===== src/fdh_pkg.sv =====
// Behaviour
// - writes while running take effect at once in the working copy, not saved
// - writes are saved to nonvolatile memory only while the fan is stopped
// - stop fan after timeout seconds without traffic; zero disables the timeout
// - own slave address programmable 1 to 247, factory default 1
// - slave address 0 is broadcast
// - RS-485 defaults are 9600 baud, parity code 0, address 1
// - UART port always 57600 baud, parity code 0, address 1
// - baud change is immediate; parity and address apply after power cycle
// - baud and parity registers configure only the RS-485 port
// - temporary setpoint is write-only and carries the mode's reference
// - temporary setpoint is volatile, held while the controller stays powered
// - 64 holding registers kept in nonvolatile memory, few user writable
// - holding register R_MODE selects the operating mode
// - writing 1 to reset register clears faults, restarts, reads back 0
// - speed floor accepts factory default up to current speed ceiling
// - speed ceiling accepts current speed floor up to factory default
// - low speed threshold only acts while output function holds 3
// - fixed speed used only in mode 2, range floor to ceiling, default 0
// - out-of-range write leaves stored value unchanged, no clamping
// - functions 03, 04 and 06 are supported
// - parity code 0 none two stops, 1 odd, 2 even, one stop
package fdh_pkg;
  localparam int CLK_HZ = 40000000;
  localparam int TICK_S = 1;
  localparam int TICK_CYC = CLK_HZ * TICK_S;
  localparam int NVM_WORDS = 64;
  localparam int UART_BAUD = 57600;
  localparam int RS485_BAUD = 9600;
  // holding register offsets
  localparam logic [15:0] R_CLEAR = 16'h0000;
  localparam logic [15:0] R_FLOOR = 16'h0001;
  localparam logic [15:0] R_CEIL = 16'h0002;
  localparam logic [15:0] R_CUR = 16'h0007;
  localparam logic [15:0] R_LOWTH = 16'h0010;
  localparam logic [15:0] R_FIXED = 16'h0015;
  localparam logic [15:0] R_POL = 16'h001f;
  localparam logic [15:0] R_SKIPLO = 16'h0020;
  localparam logic [15:0] R_SKIPHI = 16'h0021;
  localparam logic [15:0] R_MODE = 16'h0022;
  localparam logic [15:0] R_COAST = 16'h0023;
  localparam logic [15:0] R_POWER = 16'h0024;
  localparam logic [15:0] R_ADDR = 16'h002d;
  localparam logic [15:0] R_DOF = 16'h002e;
  localparam logic [15:0] R_RATE = 16'h002f;
  localparam logic [15:0] R_PAR = 16'h0030;
  localparam logic [15:0] R_LREF = 16'h0032;
  localparam logic [15:0] R_PGAIN = 16'h0033;
  localparam logic [15:0] R_IGAIN = 16'h0034;
  localparam logic [15:0] R_DGAIN = 16'h0035;
  localparam logic [15:0] R_LTIME = 16'h0036;
  localparam logic [15:0] R_HITH = 16'h0037;
  localparam logic [15:0] R_TMO = 16'h0038;
  localparam logic [15:0] R_TEMP = 16'h0042;
  // function and exception codes
  localparam logic [7:0] FN_RD_HOLD = 8'h03;
  localparam logic [7:0] FN_RD_IN = 8'h04;
  localparam logic [7:0] FN_WR = 8'h06;
  localparam logic [7:0] EX_FUNC = 8'h01;
  localparam logic [7:0] EX_ADDR = 8'h02;
  localparam logic [7:0] EX_VALUE = 8'h03;
  // addressing and value limits
  localparam logic [7:0] BCAST = 8'h00;
  localparam logic [7:0] UART_ADDR = 8'h01;
  localparam logic [7:0] ADDR_DEF = 8'h01;
  localparam logic [15:0] ADDR_MIN = 16'h0001;
  localparam logic [15:0] ADDR_MAX = 16'h00f7;
  localparam logic [15:0] RATE_LO = 16'h0060;
  localparam logic [15:0] RATE_HI = 16'h00c0;
  localparam logic [1:0] PAR_DEF = 2'h0;
  localparam logic [15:0] PAR_MAX = 16'h0002;
  localparam logic [15:0] MODE_MAX = 16'h000c;
  localparam logic [15:0] MODE_FIXED = 16'h0002;
  localparam logic [15:0] DOF_MAX = 16'h0003;
  localparam logic [15:0] DOF_WINDOW = 16'h0003;
  localparam logic [15:0] POL_MAX = 16'h0001;
  localparam logic [15:0] LREF_MAX = 16'h0064;
  localparam logic [15:0] WORD_MAX = 16'h7fff;
  localparam logic [15:0] SKIP_MAX = 16'h4e20;
  localparam logic [15:0] POWER_MIN = 16'h000a;
  localparam logic [15:0] CUR_MIN = 16'h0001;
  localparam logic [15:0] CLEAR_GO = 16'h0001;

  typedef struct packed {
    logic uart;
    logic [7:0] slave;
    logic [7:0] func;
    logic [15:0] addr;
    logic [15:0] data;
  } fdh_req_type;

  typedef struct packed {
    logic exc;
    logic [7:0] code;
    logic [15:0] data;
  } fdh_rsp_type;
endpackage


===== src/fdh_regbank.sv =====
`timescale 1ns/1ps
module fdh_regbank
  import fdh_pkg::*;
#(
  parameter logic [15:0] SPEED_FLOOR_DEF = 16'h012c,
  parameter logic [15:0] SPEED_CEIL_DEF = 16'h07d0,
  parameter logic [15:0] CURRENT_DEF = 16'h1964,
  parameter logic [15:0] POWER_DEF = 16'h0546,
  parameter int TICK_CYCLES = TICK_CYC
) (
  // clock and reset
  input wire logic clk_sys_i,
  input wire logic rstn_i,
  // decoded frames from the link layer
  input wire logic req_valid_i,
  input wire fdh_req_type req_i,
  input wire logic [15:0] inreg_data_i,
  output fdh_rsp_type rsp_o,
  output logic rsp_valid_o,
  // nonvolatile store
  output logic [5:0] nvm_addr_o,
  output logic nvm_we_o,
  output logic [15:0] nvm_wdata_o,
  input wire logic [15:0] nvm_rdata_i,
  // motor side
  input wire logic fan_running_i,
  output logic ready_o,
  output logic fault_clear_o,
  output logic comm_loss_stop_o,
  output logic [15:0] mode_o,
  output logic [15:0] speed_cmd_o,
  output logic low_thr_en_o,
  // rs-485 line setup
  output logic [15:0] rs485_rate_o,
  output logic [1:0] rs485_parity_o,
  output logic [7:0] rs485_addr_o
);

  typedef enum logic {ST_BOOT = 1'b0, ST_RUN = 1'b1} fdh_state_type;

  fdh_state_type state;
  logic [15:0] regs [0:NVM_WORDS-1];
  logic [6:0] boot_idx;
  logic boot_pend;
  logic load_pend;
  logic [5:0] load_addr;
  logic [15:0] temp_set;
  logic [31:0] tick_cnt;
  logic [15:0] sec_cnt;
  fdh_rsp_type next_rsp;
  logic hit, bcast, in_map, user_reg, range_ok, wr_ok, keep;
  logic [5:0] idx;
  logic [7:0] my_addr;

  // user-writable holding registers
  function automatic logic is_user(input logic [15:0] a);
    case (a)
      R_CLEAR, R_FLOOR, R_CEIL, R_CUR, R_LOWTH, R_FIXED, R_POL,
      R_SKIPLO, R_SKIPHI, R_MODE, R_COAST, R_POWER, R_ADDR, R_DOF,
      R_RATE, R_PAR, R_LREF, R_PGAIN, R_IGAIN, R_DGAIN, R_LTIME,
      R_HITH, R_TMO, R_TEMP: is_user = 1'b1;
      default: is_user = 1'b0;
    endcase
  endfunction

  function automatic logic [15:0] rd(input logic [15:0] a);
    rd = regs[a[5:0]];
  endfunction

  // frame decode
  // broadcast match
  assign bcast = (req_i.slave == BCAST);
  // uart port answers on its fixed address
  assign my_addr = req_i.uart ? UART_ADDR : rs485_addr_o;
  // requests wait for ready_o, so the latched address is already in place
  assign hit = req_valid_i && ready_o && (bcast || req_i.slave == my_addr);
  assign idx = req_i.addr[5:0];
  assign in_map = (req_i.addr < 16'(NVM_WORDS));
  assign user_reg = is_user(req_i.addr);
  assign wr_ok = hit && req_i.func == FN_WR && user_reg && range_ok;
  // reset register and temporary setpoint live outside the store
  assign keep = req_i.addr != R_CLEAR && req_i.addr != R_TEMP;

  // allowed value windows per register
  always_comb begin
    unique case (req_i.addr)
      R_CLEAR: range_ok = req_i.data <= CLEAR_GO;
      R_FLOOR: range_ok = req_i.data >= SPEED_FLOOR_DEF && req_i.data <= rd(R_CEIL);
      R_CEIL: range_ok = req_i.data >= rd(R_FLOOR) && req_i.data <= SPEED_CEIL_DEF;
      R_CUR: range_ok = req_i.data >= CUR_MIN && req_i.data <= CURRENT_DEF;
      // fixed speed within floor and ceiling
      R_FIXED: range_ok = req_i.data >= rd(R_FLOOR) && req_i.data <= rd(R_CEIL);
      R_POL: range_ok = req_i.data <= POL_MAX;
      R_SKIPLO: range_ok = req_i.data <= rd(R_SKIPHI);
      R_SKIPHI: range_ok = req_i.data >= rd(R_SKIPLO) && req_i.data <= SKIP_MAX;
      R_MODE: range_ok = req_i.data <= MODE_MAX;
      R_POWER: range_ok = req_i.data >= POWER_MIN && req_i.data <= POWER_DEF;
      R_ADDR: range_ok = req_i.data >= ADDR_MIN && req_i.data <= ADDR_MAX;
      R_DOF: range_ok = req_i.data <= DOF_MAX;
      R_RATE: range_ok = req_i.data == RATE_LO || req_i.data == RATE_HI;
      // only codes 0 to 2 exist
      R_PAR: range_ok = req_i.data <= PAR_MAX;
      R_LREF: range_ok = req_i.data <= LREF_MAX;
      default: range_ok = req_i.data <= WORD_MAX;
    endcase
  end

  // answer builder
  // read holding, read input, write single
  always_comb begin
    next_rsp = '0;
    unique case (req_i.func)
      FN_RD_HOLD: begin
        if (req_i.addr == R_TEMP || !in_map) begin
          next_rsp.exc = 1'b1;
          next_rsp.code = EX_ADDR;
        end else begin
          next_rsp.data = (req_i.addr == R_CLEAR) ? 16'h0000 : regs[idx];
        end
      end
      FN_RD_IN: next_rsp.data = inreg_data_i;
      FN_WR: begin
        next_rsp.data = req_i.data;
        if (!user_reg) begin
          next_rsp.exc = 1'b1;
          next_rsp.code = EX_ADDR;
        end else if (!range_ok) begin
          next_rsp.exc = 1'b1;
          next_rsp.code = EX_VALUE;
        end
      end
      default: begin
        next_rsp.exc = 1'b1;
        next_rsp.code = EX_FUNC;
      end
    endcase
  end

  // answer port; broadcasts stay silent
  always_ff @(posedge clk_sys_i or negedge rstn_i) begin
    if (!rstn_i) begin
      rsp_valid_o <= 1'b0;
      rsp_o <= '0;
    end else begin
      rsp_valid_o <= hit && !bcast;
      if (hit) begin
        rsp_o <= next_rsp;
      end
    end
  end

  // boot sequencer pulls the stored copy back in
  // power loss reverts to the saved values
  always_ff @(posedge clk_sys_i or negedge rstn_i) begin
    if (!rstn_i) begin
      state <= ST_BOOT;
      boot_idx <= 7'h00;
      boot_pend <= 1'b0;
      load_pend <= 1'b0;
      load_addr <= 6'h00;
    end else if (state == ST_BOOT) begin
      boot_pend <= boot_idx < 7'(NVM_WORDS);
      if (boot_idx < 7'(NVM_WORDS)) begin
        boot_idx <= boot_idx + 7'h01;
      end
      // store read is synchronous: data pairs with the previous address
      load_pend <= boot_pend;
      load_addr <= nvm_addr_o;
      if (load_pend && load_addr == 6'(NVM_WORDS - 1)) begin
        state <= ST_RUN;
      end
    end else begin
      boot_pend <= 1'b0;
      load_pend <= 1'b0;
    end
  end

  // working copy; a memory, so no reset
  // all 64 words are loaded from the store at boot
  always_ff @(posedge clk_sys_i) begin
    // boot capture trails the store address by one cycle
    if (load_pend) begin
      regs[load_addr] <= nvm_rdata_i;
    end else if (wr_ok && keep && in_map) begin
      regs[idx] <= req_i.data;
    end
  end

  // store port, shared between boot reads and saves
  always_ff @(posedge clk_sys_i or negedge rstn_i) begin
    if (!rstn_i) begin
      nvm_addr_o <= 6'h00;
      nvm_we_o <= 1'b0;
      nvm_wdata_o <= 16'h0000;
    end else begin
      nvm_we_o <= 1'b0;
      if (state == ST_BOOT) begin
        nvm_addr_o <= boot_idx[5:0];
      end else if (wr_ok && keep && in_map && !fan_running_i) begin
        nvm_we_o <= 1'b1;
        nvm_addr_o <= idx;
        nvm_wdata_o <= req_i.data;
      end
    end
  end

  // line setup; parity and address frozen after boot
  // power-up defaults
  always_ff @(posedge clk_sys_i or negedge rstn_i) begin
    if (!rstn_i) begin
      rs485_rate_o <= RATE_LO;
      rs485_parity_o <= PAR_DEF;
      rs485_addr_o <= ADDR_DEF;
      ready_o <= 1'b0;
    end else begin
      ready_o <= state == ST_RUN;
      // rate follows the register at once
      // only the rs-485 port sees these
      if (state == ST_RUN) begin
        rs485_rate_o <= rd(R_RATE);
      end
      // parity and address latched once per power-up
      if (state == ST_RUN && !ready_o) begin
        rs485_parity_o <= regs[R_PAR[5:0]][1:0];
        rs485_addr_o <= regs[R_ADDR[5:0]][7:0];
      end
    end
  end

  // temporary setpoint and restart pulse
  // volatile, held until power is gone
  always_ff @(posedge clk_sys_i or negedge rstn_i) begin
    if (!rstn_i) begin
      temp_set <= 16'h0000;
      fault_clear_o <= 1'b0;
    end else begin
      if (wr_ok && req_i.addr == R_TEMP) begin
        temp_set <= req_i.data;
      end
      fault_clear_o <= wr_ok && req_i.addr == R_CLEAR && req_i.data == CLEAR_GO;
    end
  end

  // mode-dependent outputs
  always_ff @(posedge clk_sys_i or negedge rstn_i) begin
    if (!rstn_i) begin
      mode_o <= 16'h0000;
      speed_cmd_o <= 16'h0000;
      low_thr_en_o <= 1'b0;
    end else if (state == ST_RUN) begin
      mode_o <= rd(R_MODE);
      // fixed speed only in mode 2
      // otherwise the temporary setpoint is the reference
      speed_cmd_o <= (rd(R_MODE) == MODE_FIXED) ? rd(R_FIXED) : temp_set;
      // low threshold only in window mode
      low_thr_en_o <= rd(R_DOF) == DOF_WINDOW;
    end
  end

  // link-loss watchdog; one-second enable from a divider
  always_ff @(posedge clk_sys_i or negedge rstn_i) begin
    if (!rstn_i) begin
      tick_cnt <= 32'h0000_0000;
      sec_cnt <= 16'h0000;
      comm_loss_stop_o <= 1'b0;
    end else if (hit || state == ST_BOOT || rd(R_TMO) == 16'h0000) begin
      // any frame for us restarts the count
      tick_cnt <= 32'h0000_0000;
      sec_cnt <= 16'h0000;
      comm_loss_stop_o <= 1'b0;
    end else if (tick_cnt == 32'(TICK_CYCLES - 1)) begin
      tick_cnt <= 32'h0000_0000;
      if (sec_cnt != 16'hffff) begin
        sec_cnt <= sec_cnt + 16'h0001;
      end
      // stop once the seconds run out
      if (sec_cnt + 16'h0001 >= rd(R_TMO)) begin
        comm_loss_stop_o <= 1'b1;
      end
    end else begin
      tick_cnt <= tick_cnt + 32'h0000_0001;
    end
  end
endmodule

===== config.mk =====
export PLATFORM = sky130hd
export DESIGN_NAME = fdh_regbank
export DESIGN_NICKNAME = d
export VERILOG_FILES = /design/src/fdh_pkg.sv /design/src/fdh_regbank.sv
export SDC_FILE = /design/constraint.sdc
export NUM_CORES = 2
export LEC_CHECK = 0
export BUFFER_PORTS_ARGS = -buffer_cell sky130_fd_sc_hd__buf_2
export CAP_MARGIN = 20
export CORE_MARGIN = 5
export CORE_UTILIZATION = 55
export DETAILED_ROUTE_END_ITERATION = 10
export GPL_TIMING_DRIVEN = 0
export PLACE_DENSITY = 0.79
export SETUP_SLACK_MARGIN = 0.05
export SYNTH_ARGS = -nofsm -noshare
export SYNTH_HDL_FRONTEND = slang
export SYNTH_SLANG_ARGS = --single-unit

===== constraint.sdc =====
create_clock -name clk_sys_i -period 14.7 [get_ports clk_sys_i]
set_clock_uncertainty 0.05 [all_clocks]
set_input_delay 1.47 -clock clk_sys_i [delete_from_list [all_inputs] [get_ports clk_sys_i]]
set_output_delay 1.47 -clock clk_sys_i [all_outputs]
set_load 0.01 [all_outputs]

== After elaboration in Yosys (flattened, before gate mapping) ==
Memory sizes are Yosys's and may differ from the RTL's. A register that Yosys moved wholly into a read port is not among the register bits.
Index checks and enable logic that the tools add are counted.
Storage, ports and cells
  register bits after elaboration: 165
  memory bits (writable): 1024
  input port bits: 85
  output and inout bits: 111
  memories kept: 1
Operators by class
  add/subtract/negate cells: 3
  magnitude comparators: 21
  eq/ne operators: 37
  multiplexer cells: 35
  bitwise logic cells: 1
  reduce and logical (&&, ||, !) cells: 48
Memories
  regs: depth 64, bits a word 16, rd ports 12, clocked after Yosys merged registers in 3, wr ports 1, RTL line fdh_regbank.sv:42  | logic [15:0] regs [0:NVM_WORDS-1];
Operators by type and width (number)
  $eq 16x6->1 const B: 16
  $mux 16: 7
  $mux 32: 2
  $eq 16x2->1 const B: 3
  $eq 16x5->1 const B: 3
  $ge 16x16->1: 3
  $pmux 16 s3: 1
  $add 32x1->32 const B: 1
  $eq 16x1->1 const B: 2
  $eq 16x7->1 const B: 2
  $eq 32x26->1 const B: 1
  $le 16x11->1 const B: 2
  $le 16x15->1 const B: 2
  $le 16x16->1: 2
  $le 16x2->1 const B: 2
  $logic_not 16->1: 2
  $mux 9: 3
  $pmux 9 s3: 1
  $reduce_or 24->1: 1
  $logic_and 1x1->1: 22
  $mux 6: 3
  $add 16x1->16 const B: 1
  $eq 16x3->1 const B: 1
  $eq 16x8->1 const B: 1
  other kinds (30): 61

== Longest topological paths before layout ==
  word-level depth: 14
  depth in mapped cells: 13
  mapped depth without buffers: 13

== Worst setup path after synthesis ==
Ideal clock, no wire load.
  kind: input -> register
  start point: input port req_i[0] (netlist bit)
  end point: memory regs[15][0], enable pin
  setup time: 0.430 ns
  data arrival time: 5.466 ns
  required time: 14.220 ns
  path slack: 8.754 ns
  stages on the path: 13
  cells stage by stage: clkbuf_1 > inv_1 > ha_1 > nor2b_1 > o211ai_1 > a2111oi_0 > o32ai_1 > a2111oi_0 > o2111a_1 > a2111oi_0 > buf_2 > buf_4 > nor4_1
On the way
  longest elaborated chain between the ends: 11
  elaborated cells on any way between the ends: 38
  those cells by class: order compare (18); eq/ne (2); mux (6); reduce/logical (12)
Ends and longest elaborated chain
  start, declared: RTL line fdh_regbank.sv:16  | input wire fdh_req_type req_i,
  $ge 16x1->1, or another cell as far along: RTL line fdh_regbank.sv:90, fdh_regbank.sv:98
  $logic_and 1x1->1, or another cell as far along: RTL line fdh_regbank.sv:98  | R_ADDR: range_ok = req_i.data >= ADDR_MIN && req_i.data <= ADDR_MAX;
  $pmux 1 s14 (*): RTL line fdh_regbank.sv:86  | unique case (req_i.addr)
  $logic_and 1x1->1 (*): RTL line fdh_regbank.sv:80  | assign wr_ok = hit && req_i.func == FN_WR && user_reg && range_ok;
  $logic_and 1x1->1 (*) (2 in a row): RTL line fdh_regbank.sv:184  | end else if (wr_ok && keep && in_map) begin
  $mux 1 (*): RTL line fdh_regbank.sv:184
  $mux 1 (*): RTL line fdh_regbank.sv:182  | if (load_pend) begin
  $mux 1 (not written as such) (*): RTL line fdh_regbank.sv:185  | regs[idx] <= req_i.data;
  $reduce_or 16->1 (no line)
  $mux 6 (no line) / $mux 1 (equally long branches)
  end, declared: RTL line fdh_regbank.sv:42
Every way passes the cells marked *; elsewhere a longest branch is shown, timed or not.

== Worst setup path in the final report ==
  start point: input port req_i[16] (netlist bit)
  end point: memory regs[33][12], enable pin
On the way
  longest elaborated chain between the ends: 12
  elaborated cells on any way between the ends: 42
  those cells by class: order compare (1); eq/ne (24); mux (7); reduce/logical (10)
Ends and longest elaborated chain
  $eq 16x7->1, or another cell as far along: RTL line fdh_regbank.sv:57  | case (a)
  $reduce_or 24->1: RTL line fdh_regbank.sv:57
  $mux 1: RTL line fdh_regbank.sv:57
  $logic_and 1x1->1 (2 in a row): RTL line fdh_regbank.sv:80
  $logic_and 1x1->1 (2 in a row): RTL line fdh_regbank.sv:184
  $mux 1: RTL line fdh_regbank.sv:184
  $mux 1: RTL line fdh_regbank.sv:182
  $mux 1 (not written as such): RTL line fdh_regbank.sv:185
  $reduce_or 16->1 (no line)
  $mux 6 (no line) / $mux 1 (equally long branches)
Parallel ways exist; a longest one is shown, timed or not.

==> key figures <==
Worst setup path
  • Critical path type: in2reg
  • Required @ worst endpoint: 15.07 ns
  • Crit end category: register
  • Most common cell on crit path: buf_6
  • Crit-path max FO: 10
  • Arr. time, crit path: about 7.3 ns
  • Sequence of cells on the critical path: buf_6 -> clkbuf_1 -> clkbuf_1 -> buf_1 -> clkbuf_1 -> a21oi_1 -> buf_6 -> nor2_1 -> a31oi_2 -> buf_6 -> nor2_1 -> buf_6
  • R2r setup slk: between 8 and 9 ns
  • Reg2reg path depth: 11
  • FF-to-FF End: regs[47][6]$_DFFE_PP_
  • Worst reg2reg startpoint: rs485_addr_o[5]$_DFFE_PN0P_
  • Slowest stage delay, CP: 0.91 ns
  • Critical path's slowest cell: clkbuf_1
  • Startpoint types: input pin

Yosys
  • Synth top area share: 60.2%
  • Synth Flop Type: edfxtp_1
  • Avg Synthesized Cell Area: ~18 sq um
  • Synth cell types: 81
  • Mapped Area: between 50000 and 60000 sq um
  • Flop and latch count out of synthesis: roughly 1200
  • Area contributors post-synth: edfxtp_1 (60%), mux4_2 (15%), dfrtp_1 (8.9%), ha_1 (2.0%), mux2_2 (2.0%)
  • FFs w/ async S/R, synth: 15.3%
  • Yosys warns: 0
  • EDFF count, synth: approximately 1000
  • Post-synthesis sequential area ratio: between 60% and 70%
  • Yosys top cell by area: edfxtp_1
  • Mapped Cells: 2783

Global routing
  • Largest net degree at the start of global routing: 115
  • First-pass GRT wire length: around 220 mm
  • Global routing's busiest layer: met2
  • Met1 GRT Util: 40.6%
  • Vias in the first global route: 30700
  • Met2 usage: between 40% and 50%
  • GR Overflow Total: 0
  • Initial antenna violation count: 12
  • Met3 Track Usage GR: about 7.7%
  • Total GRT Usage: 31.0%

Clock network
  • Root Buffer: clkbuf_16
  • Clk sinks: about 1200
  • Post-CTS Setup Inserts: 0
  • Htree depth: 3
  • Clock Path Buffers: 3
  • Post-cts sizing count: 0
  • CTS tree: done
  • CTS buffer count: between 100 and 150
  • Latest clock arrival within the worst-skew pair: between 0.7 and 0.8 ns
  • Hold-fix buffers, CTS: 0
  • Worst-path clk slew: approximately 0.060 ns

Floorplan
  • Die W: 315 um
  • Ports: between 150 and 200
  • Starting density of the core: ~56%
  • # rows: ~110
  • Core ar.: 91900 sq um
  • Chip height: approximately 310 um
  • Die Area: 99100 sq um

Pwr
  • Power Density: between 100 and 150 nW/um^2
  • Peak VDD IR: approximately 0.10 mV
  • Leak: 0.0207 uW

Job
  • Maxcap violations: 0

STA
  • Final max-slew violation count: 0
  • Max Fclk: 0.144 GHz
  • Rel. slew slack: a little under a fifth
  • Final hold viol count: 0
  • Final setup vio count: 0
  • Slew @ Worst Pin: roughly 1.2 ns
  • Fin Setup TNS: 0 ns
  • RSZ-0062 raised after global routing: no
  • Fin crit share: between 40 and 50%
  • Crit path time final: ~6.9 ns

Placed design
  • # port buffers: around 190
  • Gpl congestion: about 0.97
  • Placed inst area: between 50000 and 60000 sq um
  • DP Wirelength: between 100 and 150 mm

Finish
  • Filler cell count: about 6000
  • P&R area growth vs syn: 14.9%
  • Multi-input logic area: 15000 sq um
  • Final net count: between 3000 and 4000
  • Post-route standard cell area excluding fillers: just under 60000 sq um
  • Sequential Area: approximately 35000 sq um
  • Share of layout cells above drive strength 1: around 29%

Detailed routing
  • WL per Instance: ~34 um
  • Via density: ~6.8
  • DR vias: around 30000
  • Antenna-violating nets left: 0
  • DR pass1 iterations: 8
  • Drt drc: 0
  • Total Routed Length: between 150 and 200 mm
  • Iter 0 DRT Violations: between 4000 and 5000

Worst hold path
  • Critical hold path startpoint: state$_DFF_PN0_
  • Hold endpoint: ready_o$_DFF_PN0_
  • Worst hold path type: reg2reg
  • Hold Path Stages: 0

Status
  • Status: finished clean
[power by group]
group          internal (uW)  switching [uW]  leakage (uW)
clock                   1640            1300       0.00182
sequential              3730            9.64        0.0116
combinational            161             275       0.00725
total                   5530            1590        0.0207
[through the flow]
stage	setup WS [ns]	instances	hold slack [ns]	power (uW)	util (%)
6_report	7.77	4514	0.413	7120	63.9
5_1_grt	7.86	4510	0.411	7310	63.9
4_1_cts	8.06	4502	0.418	7120	63.7
3_5_place_dp	7.37	4287	0.392	4230	59.7
3_3_place_gp	6.14	4216	0.388	4200	58.3
2_1_floorplan	8.75	2788	0.302	4040	-
[routing by layer]
metal	vias to the layer above	share of wire (%)
li1	12000	-
met1	15800	34
met2	2573	47
met3	497	13
met4	14	6.3
met5	-	0.065
[flip-flops by register name (all words and copies together), names as in the netlist, 2 cells and up]
signal,flops
temp_set,16
sec_cnt,16
speed_cmd_o,16
nvm_addr_o,6
rs485_rate_o,16
rs485_addr_o,8
regs,1024
mode_o,16
load_addr,6
tick_cnt,32
rsp_o,19
nvm_wdata_o,16
boot_idx,7
rs485_parity_o,2
[how the worst max path moves through the flow]
stage	depth (start not counted)	end	start	slack, ns
final	12	regs[33][12]$_DFFE_PP_	req_i[16]	7.77
after global placement	14	regs[15][10]$_DFFE_PP_	req_i[0]	6.14
after floorplan	13	regs[15][0]$_DFFE_PP_	req_i[0]	8.75
after detailed placement	12	regs[33][4]$_DFFE_PP_	req_i[16]	7.37
after CTS	12	regs[33][12]$_DFFE_PP_	req_i[16]	8.06
after global routing	12	regs[33][12]$_DFFE_PP_	req_i[16]	7.86
[critical path, delay by kind of cell]
family | cells | cell delay [ns]
AND/OR/NAND/NOR | 2 | 0.95
buffers and inverters | 8 | 4.13
AO/OA/AOI/OAI | 2 | 0.72
[synthesized netlist by cell type (8+ instances only)]
library cell / instances
nand4_1: 31
nand2_1: 70
edfxtp_1: 1024
xor2_1: 33
or4_1: 8
nor3_1: 27
nor2b_1: 14
ha_1: 83
clkbuf_1: 86
buf_1: 42
nor4_1: 24
a31oi_1: 11
nand3_1: 32
a22o_1: 17
mux2_4: 9
or3_1: 22
o21ai_0: 48
mux2_2: 92
xnor2_1: 29
and3_1: 18
mux4_2: 336
mux2i_1: 41
a21o_1: 17
nand2b_1: 24
a21oi_1: 71
dfrtp_1: 182
nor2_1: 153
inv_1: 95
a211oi_1: 11
[cells by family after synthesis]
family	after synthesis	share of synthesized area [%]
flops	1209	69.2
mux	478	17.9
simple gates	475	4.86
buf+inv	239	1.85
compound gates	236	3.07
fa+ha+maj	83	2.03
xor+xnor	62	1.06
other cells	1	0.00734
[final cells by class]
| cell class | instances | area share, % |
|---|---|---|
| multi-input cells | 1340 | 25.6 |
| clock inverters | 81 | 1.30 |
| plain buffers | 143 | 0.999 |
| inverters | 96 | 0.614 |
| repair buffers | 264 | 3.50 |
| diodes | 4 | 0.0170 |
| clock buffers | 134 | 5.04 |
| well taps | 1243 | 2.65 |
| flip-flops and latches | 1209 | 60.3 |
[placed cells by master (no fill, tap or decap), drive strengths merged, types with 11 or more instances in the layout]
master | netlist | layout
edfxtp | 1024 | 1024
mux4 | 336 | 336
buf | 56 | 320
clkbuf | 87 | 221
dfrtp | 182 | 182
nor2 | 153 | 153
mux2 | 101 | 101
inv | 95 | 99
ha | 83 | 83
a21oi | 71 | 71
nand2 | 71 | 71
clkinv | 1 | 60
o21ai | 48 | 48
mux2i | 41 | 41
xor2 | 33 | 33
nand3 | 32 | 32
nand4 | 31 | 31
xnor2 | 29 | 29
nor3 | 27 | 27
nor4 | 26 | 26
nand2b | 24 | 24
or3 | 22 | 22
and3 | 18 | 18
a21o | 17 | 17
a22o | 17 | 17
nor2b | 14 | 14
a211oi | 12 | 12
bufinv | 0 | 11
a31oi | 11 | 11
(Power assumes the default switching activity.)
